`src/dcerr_params.svh`:
```
// Constants for the DMA channel controller error register bank
// Assumes 32-bit classic Wishbone register access, byte addresses
`ifndef DCERR_PARAMS_SVH
`define DCERR_PARAMS_SVH

`define DCERR_OFS_STATUS      8'h00
`define DCERR_OFS_CLEAR       8'h04
`define DCERR_OFS_THRESH      8'h08
`define DCERR_OFS_QSTAT_BASE  8'h10
`define DCERR_BIT_CCLIMIT     16
`define DCERR_NUM_QUEUES      6
`define DCERR_CC_MAX          63
`define DCERR_CNT_W           7
`define DCERR_QCNT_W          5
`define DCERR_THRESH_RESET    32'h0000_1010

`endif

```
`src/dcerr_pkg.sv`:
```
// Types for the DMA channel controller error register bank
// Assumes dcerr_params.svh is available on the include path
package dcerr_pkg;
    typedef struct packed {
        logic        cyc;
        logic        stb;
        logic        we;
        logic [3:0]  sel;
        logic [7:0]  adr;
        logic [31:0] dat;
    } dcerr_wb_req_t;

    typedef struct packed {
        logic [4:0] peak;
        logic       exceeded;
    } dcerr_qstat_t;
endpackage : dcerr_pkg

```
`src/dcerr_queue_mon.sv`:
```
// Per-queue watermark monitor: threshold compare, peak level, exceeded flag
// Assumes queue level comes from logic on the same clock
`timescale 1ns/1ps
`include "dcerr_params.svh"
module dcerr_queue_mon #(
    parameter int QW = `DCERR_QCNT_W
) (
    input  wire logic                  clk_i,
    input  wire logic                  rst_i,
    input  wire logic [QW-1:0]         level_i,
    input  wire logic [QW-1:0]         thresh_i,
    input  wire logic                  clr_i,
    output logic                       thr_o,
    output dcerr_pkg::dcerr_qstat_t    stat_o
);
    assign thr_o = (level_i >= thresh_i);

    always_ff @(posedge clk_i) begin
        if (rst_i) begin
            stat_o <= '0;
        end else if (thr_o) begin
            stat_o.exceeded <= 1'b1;
            stat_o.peak     <= (clr_i || level_i > stat_o.peak) ? level_i : stat_o.peak;
        end else if (clr_i) begin
            stat_o <= '0;
        end else if (level_i > stat_o.peak) begin
            stat_o.peak <= level_i;
        end
    end

    chk_peak_tracks: assert property (@(posedge clk_i) disable iff (rst_i)
        !$past(rst_i) && !clr_i && !$past(clr_i) |-> stat_o.peak >= $past(level_i))
        else $error("peak below previous level");
endmodule : dcerr_queue_mon

```
`src/dcerr_regs.sv`:
```
// Error status / error clear register bank of a DMA channel controller
// Assumes one clock, synchronous reset, classic Wishbone master
`timescale 1ns/1ps
`include "dcerr_params.svh"
module dcerr_regs #(
    parameter int NQ = `DCERR_NUM_QUEUES,
    parameter int CW = `DCERR_CNT_W,
    parameter int QW = `DCERR_QCNT_W
) (
    input  wire logic                    clk_i,
    input  wire logic                    rst_i,
    input  wire logic                    wb_cyc_i,
    input  wire logic                    wb_stb_i,
    input  wire logic                    wb_we_i,
    input  wire logic [3:0]              wb_sel_i,
    input  wire logic [7:0]              wb_adr_i,
    input  wire logic [31:0]             wb_dat_i,
    output logic [31:0]                  wb_dat_o,
    output logic                         wb_ack_o,
    output logic                         wb_err_o,
    input  wire logic                    req_issue_i,
    input  wire logic                    req_intr_en_i,
    input  wire logic                    req_chain_en_i,
    input  wire logic                    code_return_i,
    input  wire logic [NQ*QW-1:0]        queue_level_i,
    input  wire logic                    missed_any_i,
    output logic                         error_irq_o,
    output logic [CW-1:0]                outstanding_o
);
    dcerr_pkg::dcerr_wb_req_t  req;
    dcerr_pkg::dcerr_qstat_t   qstat [NQ];
    logic [NQ-1:0]             thr;
    logic [NQ-1:0]             qflag;
    logic                      ccflag;
    logic [31:0]               thresh;
    logic                      acc;
    logic                      wr;
    logic [31:0]               clr_word;
    logic                      cc_count_up;
    logic                      cc_over;
    logic                      any_err;
    logic                      any_err_q;

    function automatic logic hit(input logic [7:0] a, input logic [7:0] ofs);
        return a == ofs;
    endfunction : hit

    function automatic logic [31:0] lanes(input logic [31:0] d, input logic [3:0] s);
        return d & {{8{s[3]}}, {8{s[2]}}, {8{s[1]}}, {8{s[0]}}};
    endfunction : lanes

    assign req      = '{cyc: wb_cyc_i, stb: wb_stb_i, we: wb_we_i, sel: wb_sel_i,
                        adr: wb_adr_i, dat: wb_dat_i};
    assign acc      = req.cyc && req.stb && !wb_ack_o && !wb_err_o;
    assign wr       = acc && req.we;
    assign clr_word = (wr && hit(req.adr, `DCERR_OFS_CLEAR)) ? lanes(req.dat, req.sel) : '0;

    function automatic logic mapped(input logic [7:0] a);
        logic ok;
        ok = hit(a, `DCERR_OFS_STATUS) || hit(a, `DCERR_OFS_CLEAR)
             || hit(a, `DCERR_OFS_THRESH);
        for (int i = 0; i < `DCERR_NUM_QUEUES; i++) begin
            ok = ok || hit(a, 8'(`DCERR_OFS_QSTAT_BASE + 4 * i));
        end
        return ok;
    endfunction : mapped

    // Outstanding completion-code count
    assign cc_count_up = req_issue_i && (req_intr_en_i || req_chain_en_i);
    always_ff @(posedge clk_i) begin
        if (rst_i) begin
            outstanding_o <= '0;
        end else if (cc_count_up && !code_return_i) begin
            outstanding_o <= (outstanding_o == '1) ? outstanding_o : outstanding_o + CW'(1);
        end else if (!cc_count_up && code_return_i && outstanding_o != '0) begin
            outstanding_o <= outstanding_o - CW'(1);
        end
    end
    assign cc_over = outstanding_o > CW'(`DCERR_CC_MAX);

    always_ff @(posedge clk_i) begin
        if (rst_i) begin
            ccflag <= 1'b0;
        end else if (cc_over) begin
            ccflag <= 1'b1;
        end else if (clr_word[`DCERR_BIT_CCLIMIT]) begin
            ccflag <= 1'b0;
        end
    end

    // Queue monitors and status flags
    genvar g;
    generate
        for (g = 0; g < NQ; g++) begin : g_queue
            dcerr_queue_mon #(.QW(QW)) u_mon (
                .clk_i    (clk_i),
                .rst_i    (rst_i),
                .level_i  (queue_level_i[g*QW +: QW]),
                .thresh_i (thresh[g*8 % 32 +: QW]),
                .clr_i    (clr_word[g]),
                .thr_o    (thr[g]),
                .stat_o   (qstat[g])
            );
            always_ff @(posedge clk_i) begin
                if (rst_i) begin
                    qflag[g] <= 1'b0;
                end else if (thr[g]) begin
                    qflag[g] <= 1'b1;
                end else if (clr_word[g]) begin
                    qflag[g] <= 1'b0;
                end
            end
            chk_q_quiet: assert property (@(posedge clk_i) disable iff (rst_i)
                !thr[g] && !qflag[g] |=> !qflag[g])
                else $error("queue flag set without cause");
        end
    endgenerate

    // Threshold configuration, four queues per word; queues 4..5 wrap
    always_ff @(posedge clk_i) begin
        if (rst_i) begin
            thresh <= `DCERR_THRESH_RESET;
        end else if (wr && hit(req.adr, `DCERR_OFS_THRESH)) begin
            thresh <= (thresh & ~lanes('1, req.sel)) | lanes(req.dat, req.sel);
        end
    end

    // Error interrupt: one pulse per none-to-some transition
    assign any_err = ccflag || (|qflag) || missed_any_i;
    always_ff @(posedge clk_i) begin
        if (rst_i) begin
            any_err_q <= 1'b0;
        end else begin
            any_err_q <= any_err;
        end
    end
    assign error_irq_o = any_err && !any_err_q;

    // Bus answer: one-cycle ack, err on unmapped address
    always_ff @(posedge clk_i) begin
        if (rst_i) begin
            wb_ack_o <= 1'b0;
            wb_err_o <= 1'b0;
            wb_dat_o <= '0;
        end else begin
            wb_ack_o <= acc && mapped(req.adr);
            wb_err_o <= acc && !mapped(req.adr);
            wb_dat_o <= '0;
            if (acc && !req.we) begin
                if (hit(req.adr, `DCERR_OFS_STATUS)) begin
                    wb_dat_o <= 32'((32'(ccflag) << `DCERR_BIT_CCLIMIT) | 32'(qflag));
                end else if (hit(req.adr, `DCERR_OFS_THRESH)) begin
                    wb_dat_o <= thresh;
                end else begin
                    for (int i = 0; i < NQ; i++) begin
                        if (hit(req.adr, 8'(`DCERR_OFS_QSTAT_BASE + 4 * i))) begin
                            wb_dat_o <= {23'h00_0000, qstat[i].exceeded,
                                         3'h0, qstat[i].peak};
                        end
                    end
                end
            end
        end
    end

    // Checks beside the logic they guard
    chk_cc_set: assert property (@(posedge clk_i) disable iff (rst_i)
        cc_over |=> ccflag)
        else $error("limit flag not set");
    chk_cc_quiet: assert property (@(posedge clk_i) disable iff (rst_i)
        !cc_over && !ccflag |=> !ccflag)
        else $error("limit flag set without cause");
    chk_q_set: assert property (@(posedge clk_i) disable iff (rst_i)
        thr[0] |=> qflag[0] && qstat[0].exceeded)
        else $error("queue flag not set");
    chk_hold_read: assert property (@(posedge clk_i) disable iff (rst_i)
        ccflag && !clr_word[`DCERR_BIT_CCLIMIT] |=> ccflag)
        else $error("limit flag dropped");
    chk_zero_write: assert property (@(posedge clk_i) disable iff (rst_i)
        qflag[1] && !clr_word[1] |=> qflag[1])
        else $error("queue flag dropped");
    chk_cc_clear: assert property (@(posedge clk_i) disable iff (rst_i)
        clr_word[`DCERR_BIT_CCLIMIT] && !cc_over |=> !ccflag)
        else $error("limit flag not cleared");
    chk_q_clear: assert property (@(posedge clk_i) disable iff (rst_i)
        clr_word[2] && !thr[2] |=> !qflag[2] && qstat[2].peak == '0)
        else $error("queue clear failed");
    chk_irq_edge: assert property (@(posedge clk_i) disable iff (rst_i)
        error_irq_o |=> !error_irq_o)
        else $error("interrupt longer than a pulse");
    chk_irq_first: assert property (@(posedge clk_i) disable iff (rst_i)
        !any_err && (cc_over || (|thr)) |=> error_irq_o)
        else $error("no interrupt on first error");
    chk_set_wins: assert property (@(posedge clk_i) disable iff (rst_i)
        thr[3] && clr_word[3] |=> qflag[3])
        else $error("set lost to clear");
    chk_ack_one: assert property (@(posedge clk_i) disable iff (rst_i)
        wb_ack_o |=> !wb_ack_o)
        else $error("ack held");
    chk_clear_reads: assert property (@(posedge clk_i) disable iff (rst_i)
        acc && !req.we && hit(req.adr, `DCERR_OFS_CLEAR) |=> wb_ack_o && wb_dat_o == '0)
        else $error("clear register read not zero");
    chk_thresh_hold: assert property (@(posedge clk_i) disable iff (rst_i)
        !(wr && hit(req.adr, `DCERR_OFS_THRESH)) |=> thresh == $past(thresh))
        else $error("threshold changed without write");

    cov_cc_limit: cover property (@(posedge clk_i) cc_over ##1 ccflag);
    cov_q_clear: cover property (@(posedge clk_i) qflag[0] ##1 clr_word[0]);
    cov_irq: cover property (@(posedge clk_i) error_irq_o);
    cov_set_wins: cover property (@(posedge clk_i) thr[3] && clr_word[3]);
    cov_cc_persist: cover property (@(posedge clk_i) cc_over && clr_word[`DCERR_BIT_CCLIMIT]);
endmodule : dcerr_regs

```
`config.mk`:
```
export PLATFORM = sky130hd
export DESIGN_NAME = dcerr_regs
export DESIGN_NICKNAME = d
export VERILOG_FILES = /design/src/dcerr_pkg.sv /design/src/dcerr_queue_mon.sv /design/src/dcerr_regs.sv
export VERILOG_INCLUDE_DIRS = /design/src
export SDC_FILE = /design/constraint.sdc
export NUM_CORES = 1
export LEC_CHECK = 0
export ABC_AREA = 1
export ABC_CLOCK_PERIOD_IN_PS = 2400
export BUFFER_PORTS_ARGS = -buffer_cell sky130_fd_sc_hd__buf_2
export CAP_MARGIN = 15
export CORE_MARGIN = 4
export CORE_UTILIZATION = 30
export DETAILED_ROUTE_END_ITERATION = 10
export HOLD_SLACK_MARGIN = 0.06
export PLACE_DENSITY = 0.57
export SYNTH_ARGS = -nofsm -noshare
export SYNTH_HDL_FRONTEND = slang
export SYNTH_SLANG_ARGS = --single-unit
```
`constraint.sdc`:
```
create_clock -name clk_i -period 2.4 [get_ports clk_i]
set_clock_uncertainty 0.05 [all_clocks]
set_input_delay 0.12 -clock clk_i [delete_from_list [all_inputs] [get_ports clk_i]]
set_output_delay 0.12 -clock clk_i [all_outputs]
set_load 0.005 [all_outputs]
```
==> results_dict.tcl <==
set metrics [dict create \
    async_reset_ff_share_pct 0 \
    regArea_sq_um 2220 \
    h-tree-depth 3 \
    grt-busiest-layer "met2" \
    clk_pin_slew_ns 0.08 \
    final_layout_size_suffix_gt1_share_pct 16.9 \
    ys_types 39 \
    p_total_mw 5.18 \
    die_y_microns 154 \
    layout.nets 1209 \
    start_util_pct 30.4 \
    grtUsageMet3_pct 2.65 \
    placementRows 53 \
    place_ws_ns 0.363 \
    cp_max_fo 12 \
    regToRegStartpoint "wb_ack_o$_SDFF_PP0_" \
    syn_nets 1024 \
    setup.worst_path.start_class "flip-flop" \
    worstMarginPinSlew_ns 0.640 \
    multi_input_area_sq_um 3590 \
    ioPinCount 126 \
    antenna_found_initial 1 \
    hold_viol 0 \
    clock-root-buffer "clkbuf_16" \
    crit_family "buffers and inverters" \
    syn_area_per_cell_sq_um 7.29 \
    grt_util_met1_pct 21.4 \
    drt_iter0_drc 337 \
    grt_max_degree 50 \
    dpl.hpwl_microns 14500 \
    grt_pass1_vias 5909 \
    wl_per_cell_microns 13.9 \
    path_cells "nor2_2 > nand3_2 > nor2_8 > nand2_2 > inv_2 > nand3_1 > dlygate4sd3_1 > a21oi_1" \
    drc_errors 0 \
    final-setup-viol-count 0 \
    fillers 2256 \
    clock_sinks 111 \
    reg2reg_depth 8 \
    r2r_slack_ns 0.31 \
    yosysWarnings 0 \
    fmax_mhz 478 \
    status "complete, no violations" \
    routed_wl_microns 18700 \
    drt_pass1_iterations 5 \
    endpoint_kind "flip-flop" \
    p_leak_nw 4.00 \
    layout_common_cells "nand2_1, buf_2, inv_1, dfxtp_1, nand3_1" \
    tns_ns 0 \
    ir_drop_uv 354 \
    finalMaxSlewViolations 0 \
    finalCritPeriodShare_pct 87.2 \
    core-area_sq_um 21000 \
    synthCells 874 \
    dieArea_sq_um 23600 \
    dpl_cell_area_sq_um 7300 \
    synth-seq-area-share_pct 34.9 \
    area_growth_pct 29.0 \
    max_cap_violations 0 \
    max_stage_delay_ns 0.58 \
    synth_seq_cells 111 \
    syn-cell-area_sq_um 6370 \
    min_path_cells 5 \
    cts_tree "done" \
    power.density_nw_per_um2 630 \
    grt_overflow 0 \
    setup_ws_ns 0.306 \
    worstHoldPathType "in2reg" \
    grt_pass1_wl_microns 30100 \
    synth_ff_type "dfxtp_1" \
    clk_latency_ns 0.36 \
    final_common_cell "nand2_1" \
    met2_usage_pct 25.7 \
    hold_end "g_queue[0].u_mon.stat_o[5]$_SDFFE_PP0P_" \
    globalplace.congestion 0.895 \
    final.min_clock_period_ns 2.09 \
    arrival_ns 2.34 \
    rsz0062_at_grt "no" \
    grt_usage_pct 15.6 \
    synth_edf_count 0 \
    vias 6192 \
    die_w_microns 154 \
    path_class "reg2reg" \
    critPathBufInv 2 \
    ant_nets 0 \
    viasPerCell 4.62 \
    port-buffer-count 125 \
    numCtsBuffers 9 \
    post_cts_buffers 0 \
    min_from "queue_level_i[4]" \
    stdcell_area_sq_um 8220 \
    slowest_stage "dlygate4sd3_1" \
    slew_headroom_pct 57.1 \
    cp.required_ns 2.65 \
    clockBufferDepth 2 \
]
[routing by layer]
metal	vias to the layer above	part of all wire, %
met2	137	46
met4	0	1.8
li1	3274	-
met5	-	0
met1	2759	48
met3	22	4.4
[worst max path at each step]
stage / startpoint / to / slack, ns / cells past startpoint
floorplan: g_queue[5].u_mon.stat_o[3]$_SDFFE_PP0P_ / g_queue[5].u_mon.stat_o[3]$_SDFFE_PP0P_ / 0.64 / 11
global placement: req_chain_en_i / outstanding_o[6]$_SDFFE_PP0P_ / 0.44 / 10
detailed placement: req_chain_en_i / outstanding_o[6]$_SDFFE_PP0P_ / 0.36 / 10
CTS: wb_ack_o$_SDFF_PP0_ / flip-flop / 0.32 / 8
global route: g_queue[5].u_mon.stat_o[4]$_SDFFE_PP0P_ / g_queue[5].u_mon.stat_o[5]$_SDFFE_PP0P_ / 0.15 / 10
finish: wb_ack_o$_SDFF_PP0_ / flip-flop / 0.31 / 8
[per-stage QoR]
step	utilization [%]	hold slack, ns	std cells
after global placement	34.9	0.313	1263
after CTS	39.2	0.0627	1339
after detailed placement	34.9	0.310	1263
after global routing	39.2	0.0723	1340
final	39.2	0.0651	1340
after floorplan	-	0.196	874
[timing repair]
item	in CTS	in global routing
hold endpoints to repair	53	0
endpoints found under the setup margin	0	0
hold buffers	60	0
resized for setup	0	0
[tightest hold or removal path, stage by stage]
cell and delay [ns]:
buf_2 0.13, inv_1 0.05, nand2_1 0.05, nand3_1 0.06, nor2_1 0.03
[synth_stat cells (2+ instances only)]
master | n | share of area (%)
nand2_4 | 2 | 0.35
nand4_1 | 25 | 2.5
nand2_2 | 3 | 0.29
nor2_2 | 4 | 0.39
inv_1 | 117 | 6.9
nand3_2 | 2 | 0.31
a21oi_1 | 71 | 5.6
o21ai_2 | 3 | 0.41
buf_6 | 3 | 0.53
o21a_1 | 2 | 0.24
o21ai_1 | 5 | 0.39
ha_1 | 65 | 13
nand2_1 | 172 | 10
nor2_1 | 86 | 5.1
nand4_4 | 6 | 2.0
nand3b_1 | 4 | 0.47
dfxtp_1 | 111 | 35
clkbuf_1 | 10 | 0.59
buf_2 | 7 | 0.55
o2111ai_1 | 6 | 0.82
o21bai_1 | 2 | 0.24
xnor2_1 | 3 | 0.41
o21ai_0 | 33 | 2.6
nor3_1 | 19 | 1.5
inv_2 | 5 | 0.29
nand3_1 | 91 | 7.1
nor2_8 | 2 | 0.63
o211ai_1 | 4 | 0.47
[kinds of logic after synthesis]
kind of cell,share of synthesized area [%]
AND/OR/NAND/NOR,31.6
buffers and inverters,8.85
AO/OA/AOI/OAI,11.1
flip-flops,34.9
adder cells (fa/ha/maj),13.1
XOR/XNOR,0.550
[final cells by class]
class / instances / share of cell area [%]
sequential: 111 / 27.0
multi-input combinational: 621 / 43.6
inverter: 122 / 5.57
timing repair buffer: 194 / 15.7
clock inverter: 7 / 1.08
clock buffer: 9 / 2.74
tap: 275 / 4.19
antenna: 1 / 0.0304
[power by group]
group          leakage, nW  switching (mW)  internal, mW
Sequential           0.906           0.149          2.01
Clock                0.155           0.783         0.838
Combinational         2.94           0.808         0.592
Total                 4.00            1.74          3.44
Power figures use the tool's default switching activity.
